==> src/rtl/cse_regs.vh <==
// Register offsets, fields, reset values and constants for the checksum unit
`ifndef CSE_REGS_VH
`define CSE_REGS_VH
`define CSE_CTRL_ADDR 4'h0
`define CSE_DATA_ADDR 4'h4
`define CSE_RESULT_ADDR 4'h8
`define CSE_AUTO_ADDR 4'hC
`define CSE_CTRL_WIDTH32_BIT 0
`define CSE_CTRL_SEED_ONES_BIT 1
`define CSE_CTRL_REVERSE_BIT 2
`define CSE_CTRL_INIT_BIT 3
`define CSE_CTRL_BUSY_BIT 4
`define CSE_CTRL_RESET 3'h0
`define CSE_POLY16 16'h1021
`define CSE_POLY32 32'h04C11DB7
`define CSE_SEED_ZERO 32'h00000000
`define CSE_SEED_ONES 32'hFFFFFFFF
`define CSE_BLOCK_BYTES 11'h400
`define CSE_BLOCK_AW 10
`define CSE_FLASH_AW 16
`define CSE_FIFO_DEPTH 4
`define CSE_FIFO_AW 2
`define CSE_RESP_OKAY 2'h0
`define CSE_RESP_SLVERR 2'h2
`endif

==> src/rtl/cse_fifo.v <==
// Small synchronous FIFO with valid and ready on both sides
`timescale 1ns/10ps
module cse_fifo #(
    parameter WIDTH = 8,
    parameter DEPTH = 4,
    parameter AW = 2
) (
    input wire clk_in,
    input wire sys_rst_in,
    input wire flush_in,
    input wire in_valid_in,
    output wire in_ready_out,
    input wire [WIDTH-1:0] in_data_in,
    output wire out_valid_out,
    input wire out_ready_in,
    output wire [WIDTH-1:0] out_data_out
);
    reg [WIDTH-1:0] mem [0:DEPTH-1];
    reg [AW-1:0] wr_ptr;
    reg [AW-1:0] rd_ptr;
    reg [AW:0] count;
    wire push;
    wire pop;
    assign in_ready_out = (count != DEPTH[AW:0]);
    assign out_valid_out = (count != {(AW+1){1'b0}});
    assign out_data_out = mem[rd_ptr];
    assign push = in_valid_in & in_ready_out;
    assign pop = out_valid_out & out_ready_in;
    always @(posedge clk_in) begin
        if (push) begin
            mem[wr_ptr] <= in_data_in;
        end
    end
    always @(posedge clk_in) begin
        if (sys_rst_in || flush_in) begin
            wr_ptr <= {AW{1'b0}};
            rd_ptr <= {AW{1'b0}};
            count <= {(AW+1){1'b0}};
        end else begin
            if (push) begin
                wr_ptr <= wr_ptr + {{(AW-1){1'b0}}, 1'b1};
            end
            if (pop) begin
                rd_ptr <= rd_ptr + {{(AW-1){1'b0}}, 1'b1};
            end
            if (push && !pop) begin
                count <= count + {{AW{1'b0}}, 1'b1};
            end else if (pop && !push) begin
                count <= count - {{AW{1'b0}}, 1'b1};
            end
        end
    end
endmodule // cse_fifo

==> src/rtl/cse_checksum_unit.v <==
// Byte-wide CRC16/CRC32 engine with AXI4-Lite registers and flash auto mode
//
// The implementer's own choices: the AXI4-Lite interface to the registers and the address map.
`timescale 1ns/10ps
`include "cse_regs.vh"
// Notes on behaviour
// A control bit picks a 16-bit or a 32-bit checksum polynomial.
// Each update step takes one byte and the result register is readable.
// The 16-bit width uses polynomial 0x1021.
// The 32-bit width uses polynomial 0x04C11DB7.
// An init command seeds the checksum with all zeros or all ones.
// Auto mode reads flash itself over one or more 1024-byte blocks.
// An option reverses bits of each input byte and each result byte read.
module cse_checksum_unit (
    input wire clk_in,
    input wire sys_rst_in,
    input wire [3:0] s_axi_awaddr,
    input wire s_axi_awvalid,
    output wire s_axi_awready,
    input wire [31:0] s_axi_wdata,
    input wire [3:0] s_axi_wstrb,
    input wire s_axi_wvalid,
    output wire s_axi_wready,
    output wire [1:0] s_axi_bresp,
    output wire s_axi_bvalid,
    input wire s_axi_bready,
    input wire [3:0] s_axi_araddr,
    input wire s_axi_arvalid,
    output wire s_axi_arready,
    output wire [31:0] s_axi_rdata,
    output wire [1:0] s_axi_rresp,
    output wire s_axi_rvalid,
    input wire s_axi_rready,
    output reg [15:0] flash_addr_out,
    output reg flash_rd_out,
    input wire [7:0] flash_data_in,
    input wire flash_ack_in
);
    localparam ST_IDLE = 2'h0;
    localparam ST_REQ = 2'h1;
    localparam ST_WAIT = 2'h2;
    reg width32;
    reg seed_ones;
    reg reverse;
    reg [31:0] crc;
    reg [1:0] state;
    reg [5:0] block_base;
    reg [5:0] blocks_left;
    reg [9:0] byte_idx;
    reg aw_held;
    reg w_held;
    reg [3:0] aw_addr;
    reg [31:0] w_data;
    reg [3:0] w_strb;
    reg b_valid;
    reg [1:0] b_resp;
    reg r_valid;
    reg [31:0] r_data;
    reg [1:0] r_resp;
    reg sw_push;
    reg [7:0] sw_byte;
    reg auto_push;
    reg [7:0] auto_byte;
    reg init_req;
    wire fifo_in_valid;
    wire fifo_in_ready;
    wire [7:0] fifo_in_data;
    wire fifo_out_valid;
    wire [7:0] fifo_out_data;
    wire do_write;
    wire busy;
    wire [7:0] in_byte;
    wire [31:0] poly;
    wire [31:0] seed;
    reg [31:0] next_crc;
    reg fb;
    integer i;
    // Bit reversal within each result byte for reads
    wire [31:0] crc_view;
    wire [31:0] crc_rev;
    genvar g;
    generate
        for (g = 0; g < 32; g = g + 1) begin : g_rev
            assign crc_rev[g] = crc[(g & 24) + 7 - (g & 7)];
        end
    endgenerate
    assign crc_view = reverse ? crc_rev : crc;
    // Busy also covers the idle cycle between two auto blocks
    assign busy = (state != ST_IDLE) || (blocks_left != 6'h00);
    // Write channel: address and data accepted in either order
    assign s_axi_awready = !aw_held && !b_valid;
    assign s_axi_wready = !w_held && !b_valid;
    assign s_axi_bvalid = b_valid;
    assign s_axi_bresp = b_resp;
    assign s_axi_arready = !r_valid;
    assign s_axi_rvalid = r_valid;
    assign s_axi_rdata = r_data;
    assign s_axi_rresp = r_resp;
    assign do_write = aw_held && w_held && !b_valid;
    always @(posedge clk_in) begin
        if (sys_rst_in) begin
            aw_held <= 1'b0;
            w_held <= 1'b0;
            aw_addr <= 4'h0;
            w_data <= 32'h00000000;
            w_strb <= 4'h0;
        end else begin
            if (s_axi_awvalid && s_axi_awready) begin
                aw_held <= 1'b1;
                aw_addr <= s_axi_awaddr;
            end else if (do_write) begin
                aw_held <= 1'b0;
            end
            if (s_axi_wvalid && s_axi_wready) begin
                w_held <= 1'b1;
                w_data <= s_axi_wdata;
                w_strb <= s_axi_wstrb;
            end else if (do_write) begin
                w_held <= 1'b0;
            end
        end
    end
    // Register writes and write response
    always @(posedge clk_in) begin
        if (sys_rst_in) begin
            b_valid <= 1'b0;
            b_resp <= `CSE_RESP_OKAY;
            width32 <= 1'b0;
            seed_ones <= 1'b0;
            reverse <= 1'b0;
            init_req <= 1'b0;
            sw_push <= 1'b0;
            sw_byte <= 8'h00;
            block_base <= 6'h00;
            blocks_left <= 6'h00;
        end else begin
            init_req <= 1'b0;
            if (sw_push && fifo_in_ready && !auto_push) begin
                sw_push <= 1'b0;
            end
            if (state == ST_IDLE && blocks_left != 6'h00) begin
                blocks_left <= blocks_left - 6'h01;
                // Next block follows the one now starting
                block_base <= block_base + 6'h01;
            end
            if (b_valid && s_axi_bready) begin
                b_valid <= 1'b0;
            end
            if (do_write) begin
                b_valid <= 1'b1;
                b_resp <= `CSE_RESP_OKAY;
                if (aw_addr == `CSE_CTRL_ADDR) begin
                    if (w_strb[0] && !busy) begin
                        width32 <= w_data[`CSE_CTRL_WIDTH32_BIT];
                        seed_ones <= w_data[`CSE_CTRL_SEED_ONES_BIT];
                        reverse <= w_data[`CSE_CTRL_REVERSE_BIT];
                        init_req <= w_data[`CSE_CTRL_INIT_BIT];
                    end
                end else if (aw_addr == `CSE_DATA_ADDR) begin
                    if (w_strb[0] && !sw_push && !busy) begin
                        sw_push <= 1'b1;
                        sw_byte <= w_data[7:0];
                    end else begin
                        b_resp <= `CSE_RESP_SLVERR;
                    end
                end else if (aw_addr == `CSE_AUTO_ADDR) begin
                    if (w_strb[0] && w_strb[1] && !busy &&
                            w_data[13:8] != 6'h00) begin
                        block_base <= w_data[5:0];
                        blocks_left <= w_data[13:8];
                    end
                end else if (aw_addr != `CSE_RESULT_ADDR) begin
                    b_resp <= `CSE_RESP_SLVERR;
                end
            end
        end
    end
    // Read channel
    always @(posedge clk_in) begin
        if (sys_rst_in) begin
            r_valid <= 1'b0;
            r_data <= 32'h00000000;
            r_resp <= `CSE_RESP_OKAY;
        end else if (r_valid) begin
            if (s_axi_rready) begin
                r_valid <= 1'b0;
            end
        end else if (s_axi_arvalid) begin
            r_valid <= 1'b1;
            r_resp <= `CSE_RESP_OKAY;
            if (s_axi_araddr == `CSE_CTRL_ADDR) begin
                r_data <= {27'h0000000, busy, 1'b0, reverse, seed_ones,
                    width32};
            end else if (s_axi_araddr == `CSE_RESULT_ADDR) begin
                r_data <= width32 ? crc_view : {16'h0000, crc_view[15:0]};
            end else if (s_axi_araddr == `CSE_AUTO_ADDR) begin
                r_data <= {16'h0000, 2'h0, blocks_left, 2'h0, block_base};
            end else if (s_axi_araddr == `CSE_DATA_ADDR) begin
                r_data <= 32'h00000000;
            end else begin
                r_data <= 32'h00000000;
                r_resp <= `CSE_RESP_SLVERR;
            end
        end
    end
    // Flash reader for auto mode
    always @(posedge clk_in) begin
        if (sys_rst_in) begin
            state <= ST_IDLE;
            byte_idx <= 10'h000;
            flash_addr_out <= 16'h0000;
            flash_rd_out <= 1'b0;
            auto_push <= 1'b0;
            auto_byte <= 8'h00;
        end else begin
            if (auto_push && fifo_in_ready) begin
                auto_push <= 1'b0;
            end
            case (state)
                ST_IDLE: begin
                    if (blocks_left != 6'h00) begin
                        state <= ST_REQ;
                        byte_idx <= 10'h000;
                        flash_addr_out <= {block_base, 10'h000};
                    end
                end
                ST_REQ: begin
                    if (!auto_push) begin
                        flash_rd_out <= 1'b1;
                        state <= ST_WAIT;
                    end
                end
                ST_WAIT: begin
                    if (flash_ack_in) begin
                        flash_rd_out <= 1'b0;
                        auto_push <= 1'b1;
                        auto_byte <= flash_data_in;
                        flash_addr_out <= flash_addr_out + 16'h0001;
                        byte_idx <= byte_idx + 10'h001;
                        if (byte_idx == 10'h3FF) begin
                            state <= ST_IDLE;
                        end else begin
                            state <= ST_REQ;
                        end
                    end
                end
                default: begin
                    state <= ST_IDLE;
                end
            endcase
        end
    end
    assign fifo_in_valid = auto_push | sw_push;
    assign fifo_in_data = auto_push ? auto_byte : sw_byte;
    cse_fifo #(
        .WIDTH(8),
        .DEPTH(`CSE_FIFO_DEPTH),
        .AW(`CSE_FIFO_AW)
    ) u_fifo (
        .clk_in(clk_in),
        .sys_rst_in(sys_rst_in),
        .flush_in(1'b0),
        .in_valid_in(fifo_in_valid),
        .in_ready_out(fifo_in_ready),
        .in_data_in(fifo_in_data),
        .out_valid_out(fifo_out_valid),
        .out_ready_in(1'b1),
        .out_data_out(fifo_out_data)
    );
    // Byte update, MSB first
    generate
        for (g = 0; g < 8; g = g + 1) begin : g_in
            assign in_byte[g] = reverse ? fifo_out_data[7-g]
                : fifo_out_data[g];
        end
    endgenerate
    assign poly = width32 ? `CSE_POLY32 : {16'h0000, `CSE_POLY16};
    assign seed = seed_ones ? `CSE_SEED_ONES : `CSE_SEED_ZERO;
    always @* begin
        next_crc = crc;
        fb = 1'b0;
        for (i = 7; i >= 0; i = i - 1) begin
            fb = in_byte[i] ^ (width32 ? next_crc[31] : next_crc[15]);
            next_crc = {next_crc[30:0], 1'b0};
            if (fb) begin
                next_crc = next_crc ^ poly;
            end
        end
        if (!width32) begin
            next_crc = {16'h0000, next_crc[15:0]};
        end
    end
    always @(posedge clk_in) begin
        if (sys_rst_in) begin
            crc <= `CSE_SEED_ZERO;
        end else if (init_req) begin
            crc <= width32 ? seed : {16'h0000, seed[15:0]};
        end else if (fifo_out_valid) begin
            crc <= next_crc;
        end
    end
endmodule // cse_checksum_unit

==> config.mk <==
export PLATFORM = sky130hd
export DESIGN_NAME = cse_checksum_unit
export DESIGN_NICKNAME = d
export VERILOG_FILES = /design/src/rtl/cse_fifo.v /design/src/rtl/cse_checksum_unit.v
export VERILOG_INCLUDE_DIRS = /design/src /design/src/rtl
export SDC_FILE = /design/constraint.sdc
export NUM_CORES = 1
export LEC_CHECK = 0
export BUFFER_PORTS_ARGS = -buffer_cell sky130_fd_sc_hd__buf_2
export CAP_MARGIN = 20
export CELL_PAD_IN_SITES_DETAIL_PLACEMENT = 0
export CELL_PAD_IN_SITES_GLOBAL_PLACEMENT = 1
export CORE_UTILIZATION = 46
export CTS_BUF_LIST = sky130_fd_sc_hd__clkbuf_8
export DETAILED_ROUTE_END_ITERATION = 8
export GPL_TIMING_DRIVEN = 1
export PLACE_DENSITY_LB_ADDON = 0.05
export SYNTH_ARGS = -nofsm -noshare
export SYNTH_HDL_FRONTEND = slang
export SYNTH_HIERARCHICAL = 1
export SYNTH_SLANG_ARGS = --single-unit
==> constraint.sdc <==
create_clock -name clk_in -period 3.6 [get_ports clk_in]
set_input_delay 0.18 -clock clk_in [delete_from_list [all_inputs] [get_ports clk_in]]
set_output_delay 0.18 -clock clk_in [all_outputs]
set_load 0.02 [all_outputs]
==> run_results.csv, run 1 <==
group,metric,value,unit
synth,synth-edff-count,32,
clock_network,cts_resized,0,
sta,period_needed,3250,ps
sta,tns,0,ps
clock_network,root_buffer,"clkbuf_8",
sta,finClkSkew,24.0,ps
layout,nNetsFinal,1198,
clock_network,tritoncts,"yes",
floorplanning,start_util,0.470,
layout,area_delta_synth_final,15.3,%
route,via_count,7272,
placement,place_congestion,0.841,
worst_setup_path,crit_path_end_kind,"flop",
synth,synth_top_cell_by_area,"dfxtp_1",
power_and_ir_drop,powerDensity,546,mW/mm^2
floorplanning,core,0.0202,mm^2
worst_setup_path,cp_max_fo,8,
route,drt_wl_total,23.0,mm
synth,yosysTopAreaCellShare,0.341,
sta,maxSlewHeadroom,0.383,
layout,layout.cells.non_filler,1411,
worst_setup_path,cp.arrival,3650,ps
synth,syn_inst,1015,
layout,n_antenna_cell,0,
synth,ys.flop_type,"dfxtp_1",
sta,setup_slack,351,ps
sta,setup_viol,0,
clock_network,numClockSinks,194,
power_and_ir_drop,leakagePower,4.23,nW
synth,ys_async_sr_fraction,0,
flow_run,max-cap-violations,0,
worst_setup_path,start_kind,"flop",
clock_network,cts_made_buffers,17,
worst_hold_path,min_path_type,"in2reg",
clock_network,htreeDepth,4,
synth,syn_area,0.00952,mm^2
worst_setup_path,crit_type,"reg2reg",
sta,slew_viol_final,0,
worst_setup_path,reg2regPathDepth,10,
clock_network,clk_path_buf_depth,2,
grt,grt_use_total,0.223,
clock_network,clkTransAtPathRegs,110,ps
synth,ys_warn_count,6,
route,dr.first_iter.drc_count,523,
route,ant_nets,0,
route,viasPerCell,5.15,
route,wl_per_cell,16.3,um
grt,grt_pass1_wl,37.7,mm
worst_setup_path,ff2ff_setup_slack,350,ps
layout,drive_above_1_share,0.195,
placement,pre_cts_slack,359,ps
synth,synth_area_leaders,"dfxtp_1 34%, edfxtp_1 10%, xnor2_1 5.5%",
worst_hold_path,hold_depth,4,
grt,antenna_found_initial,0,
worst_setup_path,required,4000,ps
grt,grt_pass1_vias,7034,
sta,max_freq,308,MHz
synth,ys_types,64,
power_and_ir_drop,irDropWorstVdd,0.242,mV
clock_network,clock_latency,490,ps
sta,period_share,0.903,
power_and_ir_drop,p_total,5.99,mW
status,status,"finished, final reports clean",
floorplanning,die_h,146,um
synth,yosys-top-cells-count,"162 x dfxtp_1, 125 x nor2_1, 90 x a21oi_1, 90 x nand2_1, 60 x xnor2_1",
placement,placed_cells,1348,
grt,overflow,0,
sta,worst_pin_slew,922,ps
synth,ys_ff_latch,194,
placement,dp_hpwl,16.1,mm
sta,rsz0062_at_grt,"false",
floorplanning,dieArea,0.0213,mm^2
floorplanning,row_count,52,
placement,io_buffer_count,95,
sta,hold_violations,0,
synth,synth.avg_cell_area,9.38,um^2
floorplanning,die_x,146,um
synth,yosysMostFrequentCell,"dfxtp_1",
synth,yosysSeqAreaShare,0.442,
grt,grt_max_degree,45,
route,first_pass_iters,6,
route,drc,0,
floorplanning,ios,118,
## cells in the final DEF, fill, tap and decap left out, types with 32 or more instances in the layout
cell      netlist  layout
dfxtp_1       162     161
nor2_1        125     125
buf_2           6      94
a21oi_1        90      90
nand2_1        90      90
xnor2_1        60      60
xor2_1         49      49
mux2i_1        41      41
nor3_1         33      33
mux2_2         32      32
edfxtp_1       32      32
## repair_timing
action | 4_1_cts | 5_1_grt
setup buffers | 0 | 0
hold buffers | 31 | 0
endpoints found under the hold margin | 30 | 0
## stage by stage
stage | instance area, um^2 | hold slack [ps] | util
floorplan | 9530 | 280 | -
global placement | 10300 | 369 | 0.509
detailed placement | 10300 | 373 | 0.509
CTS | 11000 | 32.0 | 0.542
global route | 11000 | 78.3 | 0.542
finish | 11000 | 43.9 | 0.542
## sequential cells by signal, summed over array words and instances, names as in the netlist, 8 cells and up, named ones only
register,cells
crc,32
sw_byte,8
auto_byte,8
byte_idx,10
s_axi_rdata,32
w_data,14
u_fifo/mem,32
flash_addr_out,16
## final timing paths
check                                                 start                          end
worst max-delay path                                   flop          crc[9]$_SDFFE_PP0P_
worst min register to register  s_axi_rdata[7]$_SDFFE_PP0P_  s_axi_rdata[7]$_SDFFE_PP0P_
worst min-delay path                           flash_ack_in        state[1]$_SDFFE_PP0P_
worst max register to register                         flop          crc[9]$_SDFFE_PP0P_
## layer usage
layer  up-vias  global-route usage  share of wire
li1       3751                   -              -
met1      3374               0.317           0.50
met2       133               0.353           0.46
met3        14              0.0392          0.035
met4         0              0.0526         0.0091
met5         -                   0              0
## logic make-up (layout without fill, tap and decap cells)
family / after synthesis / count (layout) / share of synthesized area
other cells: 2 / 6 / 0.000789
flops: 194 / 194 / 0.442
buf+inv: 85 / 207 / 0.0367
simple gates: 337 / 337 / 0.163
xor+xnor: 116 / 116 / 0.116
compound gates: 187 / 187 / 0.121
mux: 84 / 84 / 0.107
fa+ha+maj: 10 / 10 / 0.0139
## final cells by class
class | count | area [um^2]
clock buffers | 17 | 234
clock inverters | 15 | 140
fillers | 1899 | 9260
inverters | 20 | 75.1
multi-input cells | 740 | 4980
flip-flops and latches | 194 | 4210
well taps | 270 | 338
repair buffers | 155 | 1010
## worst max-delay path: stages (launching register included)
cell,delay [ps]
dfxtp_1,320
buf_4,200
mux4_2,570
mux2i_4,280
xnor2_1,160
mux2i_1,120
xnor2_2,470
xor3_1,440
a21o_1,190
a311o_1,300
a21oi_1,130
## power breakdown
group | internal [mW] | switching, mW
sequential | 2.36 | 0.215
combinational | 0.890 | 1.15
clock | 0.515 | 0.865
total | 3.76 | 2.23
No activity file was read; power rests on OpenSTA's default activity.
==> run 2, diff against run 1 <==
Settings changed: CORE_MARGIN set to 1, RECOVER_POWER set to 50, REMOVE_ABC_BUFFERS set to 1.
==> run_results.csv, run 2 (synthesized netlist as in run 1, its figures left out) <==
group,metric,value,unit
status,status,"finished, violations left",
status,violations,"capacitance limit, slew limit",
power_and_ir_drop,p_sw,2.23,mW
worst_setup_path,path_depth,9,
clock_network,cts_hold_buffers,31,
power_and_ir_drop,power_frac_seq,0.430,
grt,overflow,0,
clock_network,tritoncts,"yes",
clock_network,clkTransAtPathRegs,110,ps
worst_setup_path,path_delay_family,"XOR/XNOR gates",
worst_setup_path,start_kind,"flop",
grt,grt_max_degree,69,
sta,maxSlewHeadroom,-0.0177,
sta,hold_violations,0,
sta,worst_pin_slew,1530,ps
grt,antenna_found_initial,0,
worst_hold_path,min_path_type,"in2reg",
worst_setup_path,path_buf_inv,0,
power_and_ir_drop,clock_power_share,0.235,
worst_setup_path,cp_max_fo,8,
flow_run,max-cap-violations,1,
layout,final_cell_mix,"162 x dfxtp_1, 125 x nor2_1, 90 x a21oi_1, 90 x nand2_1, 60 x xnor2_1",
clock_network,root_buffer,"clkbuf_8",
worst_setup_path,crit_path_end_kind,"flop",
sta,period_needed,3350,ps
worst_setup_path,cp.arrival,3760,ps
worst_setup_path,reg2regPathDepth,9,
route,via_count,7395,
sta,finClkSkew,17.1,ps
power_and_ir_drop,internal-power,3.76,mW
clock_network,clk_path_buf_depth,2,
layout,area_delta_synth_final,14.6,%
sta,slew_viol_final,34,
sta,period_share,0.931,
grt,grt_pass1_vias,7052,
worst_setup_path,crit_path_cell_trace,"mux4_2 > mux2i_1 > xnor2_1 > mux2i_1 > xnor2_2 > xor3_1 > a21o_1 > a311o_1 > a21oi_1",
layout,nNetsFinal,1197,
clock_network,numClockSinks,194,
clock_network,cts_setup_buffers,0,
floorplanning,dieArea,0.0213,mm^2
worst_setup_path,critPathMaxStageDelay,570,ps
floorplanning,ios,118,
worst_setup_path,crit_path_end,"crc[9]$_SDFFE_PP0P_",
sta,rsz0062_at_grt,"false",
layout,layout.cells.non_filler,1410,
clock_network,cts_made_buffers,17,
grt,grt_use_total,0.223,
placement,io_buffer_count,95,
floorplanning,die_h,146,um
route,drc,0,
route,dr.first_iter.drc_count,473,
route,first_pass_iters,5,
worst_setup_path,crit_type,"reg2reg",
placement,placed_cells,1347,
power_and_ir_drop,powerDensity,549,mW/mm^2
sta,setup_viol,0,
layout,n_antenna_cell,0,
worst_setup_path,ff2ff_setup_slack,250,ps
clock_network,htreeDepth,4,
placement,place_congestion,0.812,
grt,grt_pass1_wl,37.4,mm
floorplanning,start_util,0.470,
floorplanning,die_x,146,um
power_and_ir_drop,combPwrFrac,0.336,
sta,max_freq,298,MHz
floorplanning,row_count,52,
route,drt_wl_total,22.7,mm
power_and_ir_drop,irDropWorstVdd,0.253,mV
worst_setup_path,critPathSlowestCell,"mux4_2",
route,wl_per_cell,16.1,um
route,ant_nets,0,
layout,utilization,0.539,
placement,dp_hpwl,15.8,mm
clock_network,cts_resized,0,
power_and_ir_drop,leakagePower,3.98,nW
clock_network,clock_latency,480,ps
worst_setup_path,rr_endpoint,"crc[9]$_SDFFE_PP0P_",
layout,layout_commonest_cell,"dfxtp_1",
route,viasPerCell,5.24,
sta,holdWs,43.1,ps
power_and_ir_drop,switching_share,0.372,
worst_setup_path,cpMostUsedCell,"mux2i_1",
layout,drive_above_1_share,0.132,
floorplanning,core,0.0202,mm^2
worst_setup_path,required,4010,ps
## run 2: changes by cell type in the layout (fill, tap and decap cells not counted), sizes merged
cell    before  now
clkinv       2    7
inv         32   27
clkbuf      17   76
buf        124   64
## run 2: layer usage
layer,track usage,routed length [um],part of all wire
met1,0.307,11000,0.48
met2,0.357,10700,0.47
met3,0.0417,799,0.035
met4,0.0579,253,0.011
met5,0,0,0
## run 2: worst min path at each step
stage | from | end | slack [ps] | depth (start not counted)
global route | flash_ack_in | state[1]$_SDFFE_PP0P_ | 50 | 4
CTS | flash_ack_in | state[1]$_SDFFE_PP0P_ | 20 | 4
detailed placement | s_axi_rready | s_axi_rvalid$_SDFF_PP0_ | 380 | 2
floorplan | sys_rst_in | auto_byte[0]$_SDFFE_PP0P_ | 250 | 1
global placement | s_axi_rready | s_axi_rvalid$_SDFF_PP0_ | 380 | 2
finish | flash_ack_in | state[1]$_SDFFE_PP0P_ | 40 | 4
## run 2: power by group through the flow
| stage | Clock, mW | Sequential, mW | Combinational [mW] |
|---|---|---|---|
| after global routing | 1.55 | 2.60 | 2.22 |
| after floorplan | 0 | 2.57 | 1.46 |
| final | 1.41 | 2.57 | 2.01 |
| after CTS | 1.46 | 2.57 | 2.03 |
| after detailed placement | 0 | 2.62 | 1.99 |
| after global placement | 0 | 2.62 | 1.98 |
## run 2: final cells by class
class | count | area [um^2]
tap | 270 | 338
timing repair buffer | 154 | 917
clock buffer | 17 | 234
sequential | 194 | 4200
clock inverter | 15 | 163
inverter | 20 | 75.1
fill | 1988 | 9330
multi-input combinational | 740 | 4970
## run 2: metrics by stage
stage	area (um^2)	setup TNS (ps)	power, mW	worst slack, ps
after floorplan	9260	-1500	4.03	-628
after global placement	10300	0	4.61	291
after detailed placement	10300	0	4.61	255
after CTS	11000	0	6.06	213
after global routing	10900	0	6.38	37.4
final	10900	0	5.99	249
## run 2: worst reg2reg max path, cell delays in order, from the launching register on
cell	delay, ps
dfxtp_1	510
mux4_2	570
mux2i_1	290
xnor2_1	160
mux2i_1	130
xnor2_2	550
xor3_1	460
a21o_1	190
a311o_1	290
a21oi_1	130
==> run 3, diff against run 2 <==
--- a/config.mk
+++ b/config.mk
@@ -11,5 +11,6 @@
 export CELL_PAD_IN_SITES_DETAIL_PLACEMENT = 0
 export CELL_PAD_IN_SITES_GLOBAL_PLACEMENT = 1
-export CORE_MARGIN = 1
+export CORE_ASPECT_RATIO = 0.75
+export CORE_MARGIN = 2
 export CORE_UTILIZATION = 46
 export CTS_BUF_LIST = sky130_fd_sc_hd__clkbuf_8
==> constraint.sdc (replaced) <==
create_clock -name clk_in -period 3.6 [get_ports clk_in]
set_input_delay 0.36 -clock clk_in [delete_from_list [all_inputs] [get_ports clk_in]]
set_output_delay 0.36 -clock clk_in [all_outputs]
set_load 0.02 [all_outputs]
==> run_results.csv, run 3 (synthesized netlist as in run 1, its figures left out) <==
group,metric,value,unit
clock_network,numClockSinks,194,
route,via_count,7279,
worst_hold_path,min_from,"s_axi_rready",
floorplanning,die_x,170,um
layout,drive_above_1_share,0.140,
grt,grt_use_total,0.216,
grt,grt_max_degree,50,
floorplanning,row_count,45,
sta,finClkSkew,19.9,ps
sta,slew_viol_final,50,
route,ant_nets,0,
worst_setup_path,rr_endpoint,"crc[24]$_SDFFE_PP0P_",
layout,seq_area,0.00421,mm^2
worst_setup_path,critPathMaxStageDelay,550,ps
power_and_ir_drop,irDropWorstVdd,0.238,mV
floorplanning,dieArea,0.0219,mm^2
placement,dp_hpwl,16.2,mm
clock_network,clkTransAtPathRegs,110,ps
layout,area_delta_synth_final,11.6,%
clock_network,cts_made_buffers,17,
worst_setup_path,required,3930,ps
route,first_pass_iters,5,
clock_network,htreeDepth,4,
layout,layout_commonest_cell,"dfxtp_1",
route,viasPerCell,5.32,
status,status,"finished, violations left",
floorplanning,core,0.0203,mm^2
grt,antenna_found_initial,0,
layout,fin_area,0.0106,mm^2
worst_setup_path,cp.arrival,3630,ps
clock_network,tritoncts,"yes",
worst_setup_path,cp_max_fo,5,
worst_setup_path,crit_path_end_kind,"flop",
clock_network,clock_latency,470,ps
route,wl_per_cell,16.9,um
route,dr.first_iter.drc_count,401,
sta,rsz0062_at_grt,"false",
sta,hold_violations,0,
worst_setup_path,ff2ff_setup_slack,300,ps
sta,period_needed,3300,ps
sta,worst_pin_slew,2300,ps
placement,pre_cts_slack,196,ps
floorplanning,die_h,129,um
sta,period_share,0.917,
layout,utilization,0.524,
worst_setup_path,critPathSlowestCell,"mux4_2",
sta,max_freq,303,MHz
placement,place_congestion,0.858,
sta,setup_viol,0,
power_and_ir_drop,powerDensity,575,mW/mm^2
grt,grt_pass1_vias,6514,
sta,setup_slack,300,ps
route,drt_wl_total,23.1,mm
clock_network,root_buffer,"clkbuf_8",
worst_setup_path,crit_path_end,"crc[24]$_SDFFE_PP0P_",
placement,io_buffer_count,95,
placement,dpl-instance-area,0.0103,mm^2
floorplanning,start_util,0.470,
sta,tns,0,ps
worst_hold_path,min_path_type,"in2reg",
clock_network,clk_path_buf_depth,2,
worst_setup_path,start_kind,"flop",
power_and_ir_drop,leakagePower,3.88,nW
sta,maxSlewHeadroom,-0.533,
layout,n_antenna_cell,0,
grt,overflow,0,
clock_network,cts_hold_buffers,0,
worst_setup_path,crit_type,"reg2reg",
layout,multiInputGateArea,0.00497,mm^2
grt,grt_pass1_wl,36.8,mm
worst_setup_path,reg2regPathDepth,11,
layout,fill_cells,1988,
floorplanning,ios,118,
layout,final_cell_mix,"161 x dfxtp_1, 125 x nor2_1, 90 x a21oi_1, 90 x nand2_1, 60 x xnor2_1",
route,drc,0,
status,violations,"capacitance limit, slew limit",
layout,nNetsFinal,1168,
worst_setup_path,crit_path_cell_trace,"buf_4 > mux4_2 > mux2i_4 > xnor2_1 > mux2i_4 > xor2_4 > buf_4 > xor2_1 > xor2_1 > a21oi_1 > nor3_1",
flow_run,max-cap-violations,1,
[run 3: report_power, final]
group | switching, mW | total, mW | internal [mW]
Sequential | 0.210 | 2.57 | 2.36
Clock | 0.866 | 1.52 | 0.653
Combinational | 1.15 | 2.02 | 0.870
Total | 2.23 | 6.11 | 3.88
[run 3: cell type report]
type / count / area share
clock inverter: 15 / 0.0181
tap: 258 / 0.0304
timing repair buffer: 125 / 0.0584
clock buffer: 17 / 0.0220
multi-input combinational: 740 / 0.468
sequential: 194 / 0.396
inverter: 20 / 0.00707
[run 3: worst min path at each step]
stage	depth (start not counted)	endpoint
final	2	s_axi_rvalid$_SDFF_PP0_
after global routing	2	s_axi_rvalid$_SDFF_PP0_
after floorplan	2	auto_byte[0]$_SDFFE_PP0P_
after CTS	2	s_axi_rvalid$_SDFF_PP0_
after detailed placement	2	s_axi_rdata[15]$_SDFFE_PP0P_
after global placement	2	s_axi_rdata[14]$_SDFFE_PP0P_
[run 3: stage by stage]
stage               std cells  total power, mW  hold WS [ps]
global placement         1334             4.60           438
detailed placement       1334             4.59           442
floorplan                 954             4.03           427
CTS                      1366             6.13          25.0
finish                   1369             6.11          51.4
global route             1369             6.45          46.2
[run 3: repair_timing]
| action | CTS | global route |
|---|---|---|
| setup endpoints to repair | 0 | 1 |
| setup buffers | 0 | 2 |
| resized for setup | 0 | 0 |
| hold endpoints to repair | 0 | 0 |
[run 3: worst max-delay path: cells and delay by family (launching register included)]
kind	cells	cell delay, ps
mux	3	1050
flops	1	470
buf+inv	2	430
simple gates	1	90
compound gates	1	290
xor+xnor	4	830
[run 3: routing by layer]
metal | up-vias | GRT usage | share of wire
met5 | - | 0 | 0
met4 | 0 | 0.0452 | 0.0062
met3 | 9 | 0.0363 | 0.043
met1 | 3428 | 0.343 | 0.54
met2 | 138 | 0.302 | 0.41
li1 | 3704 | - | -
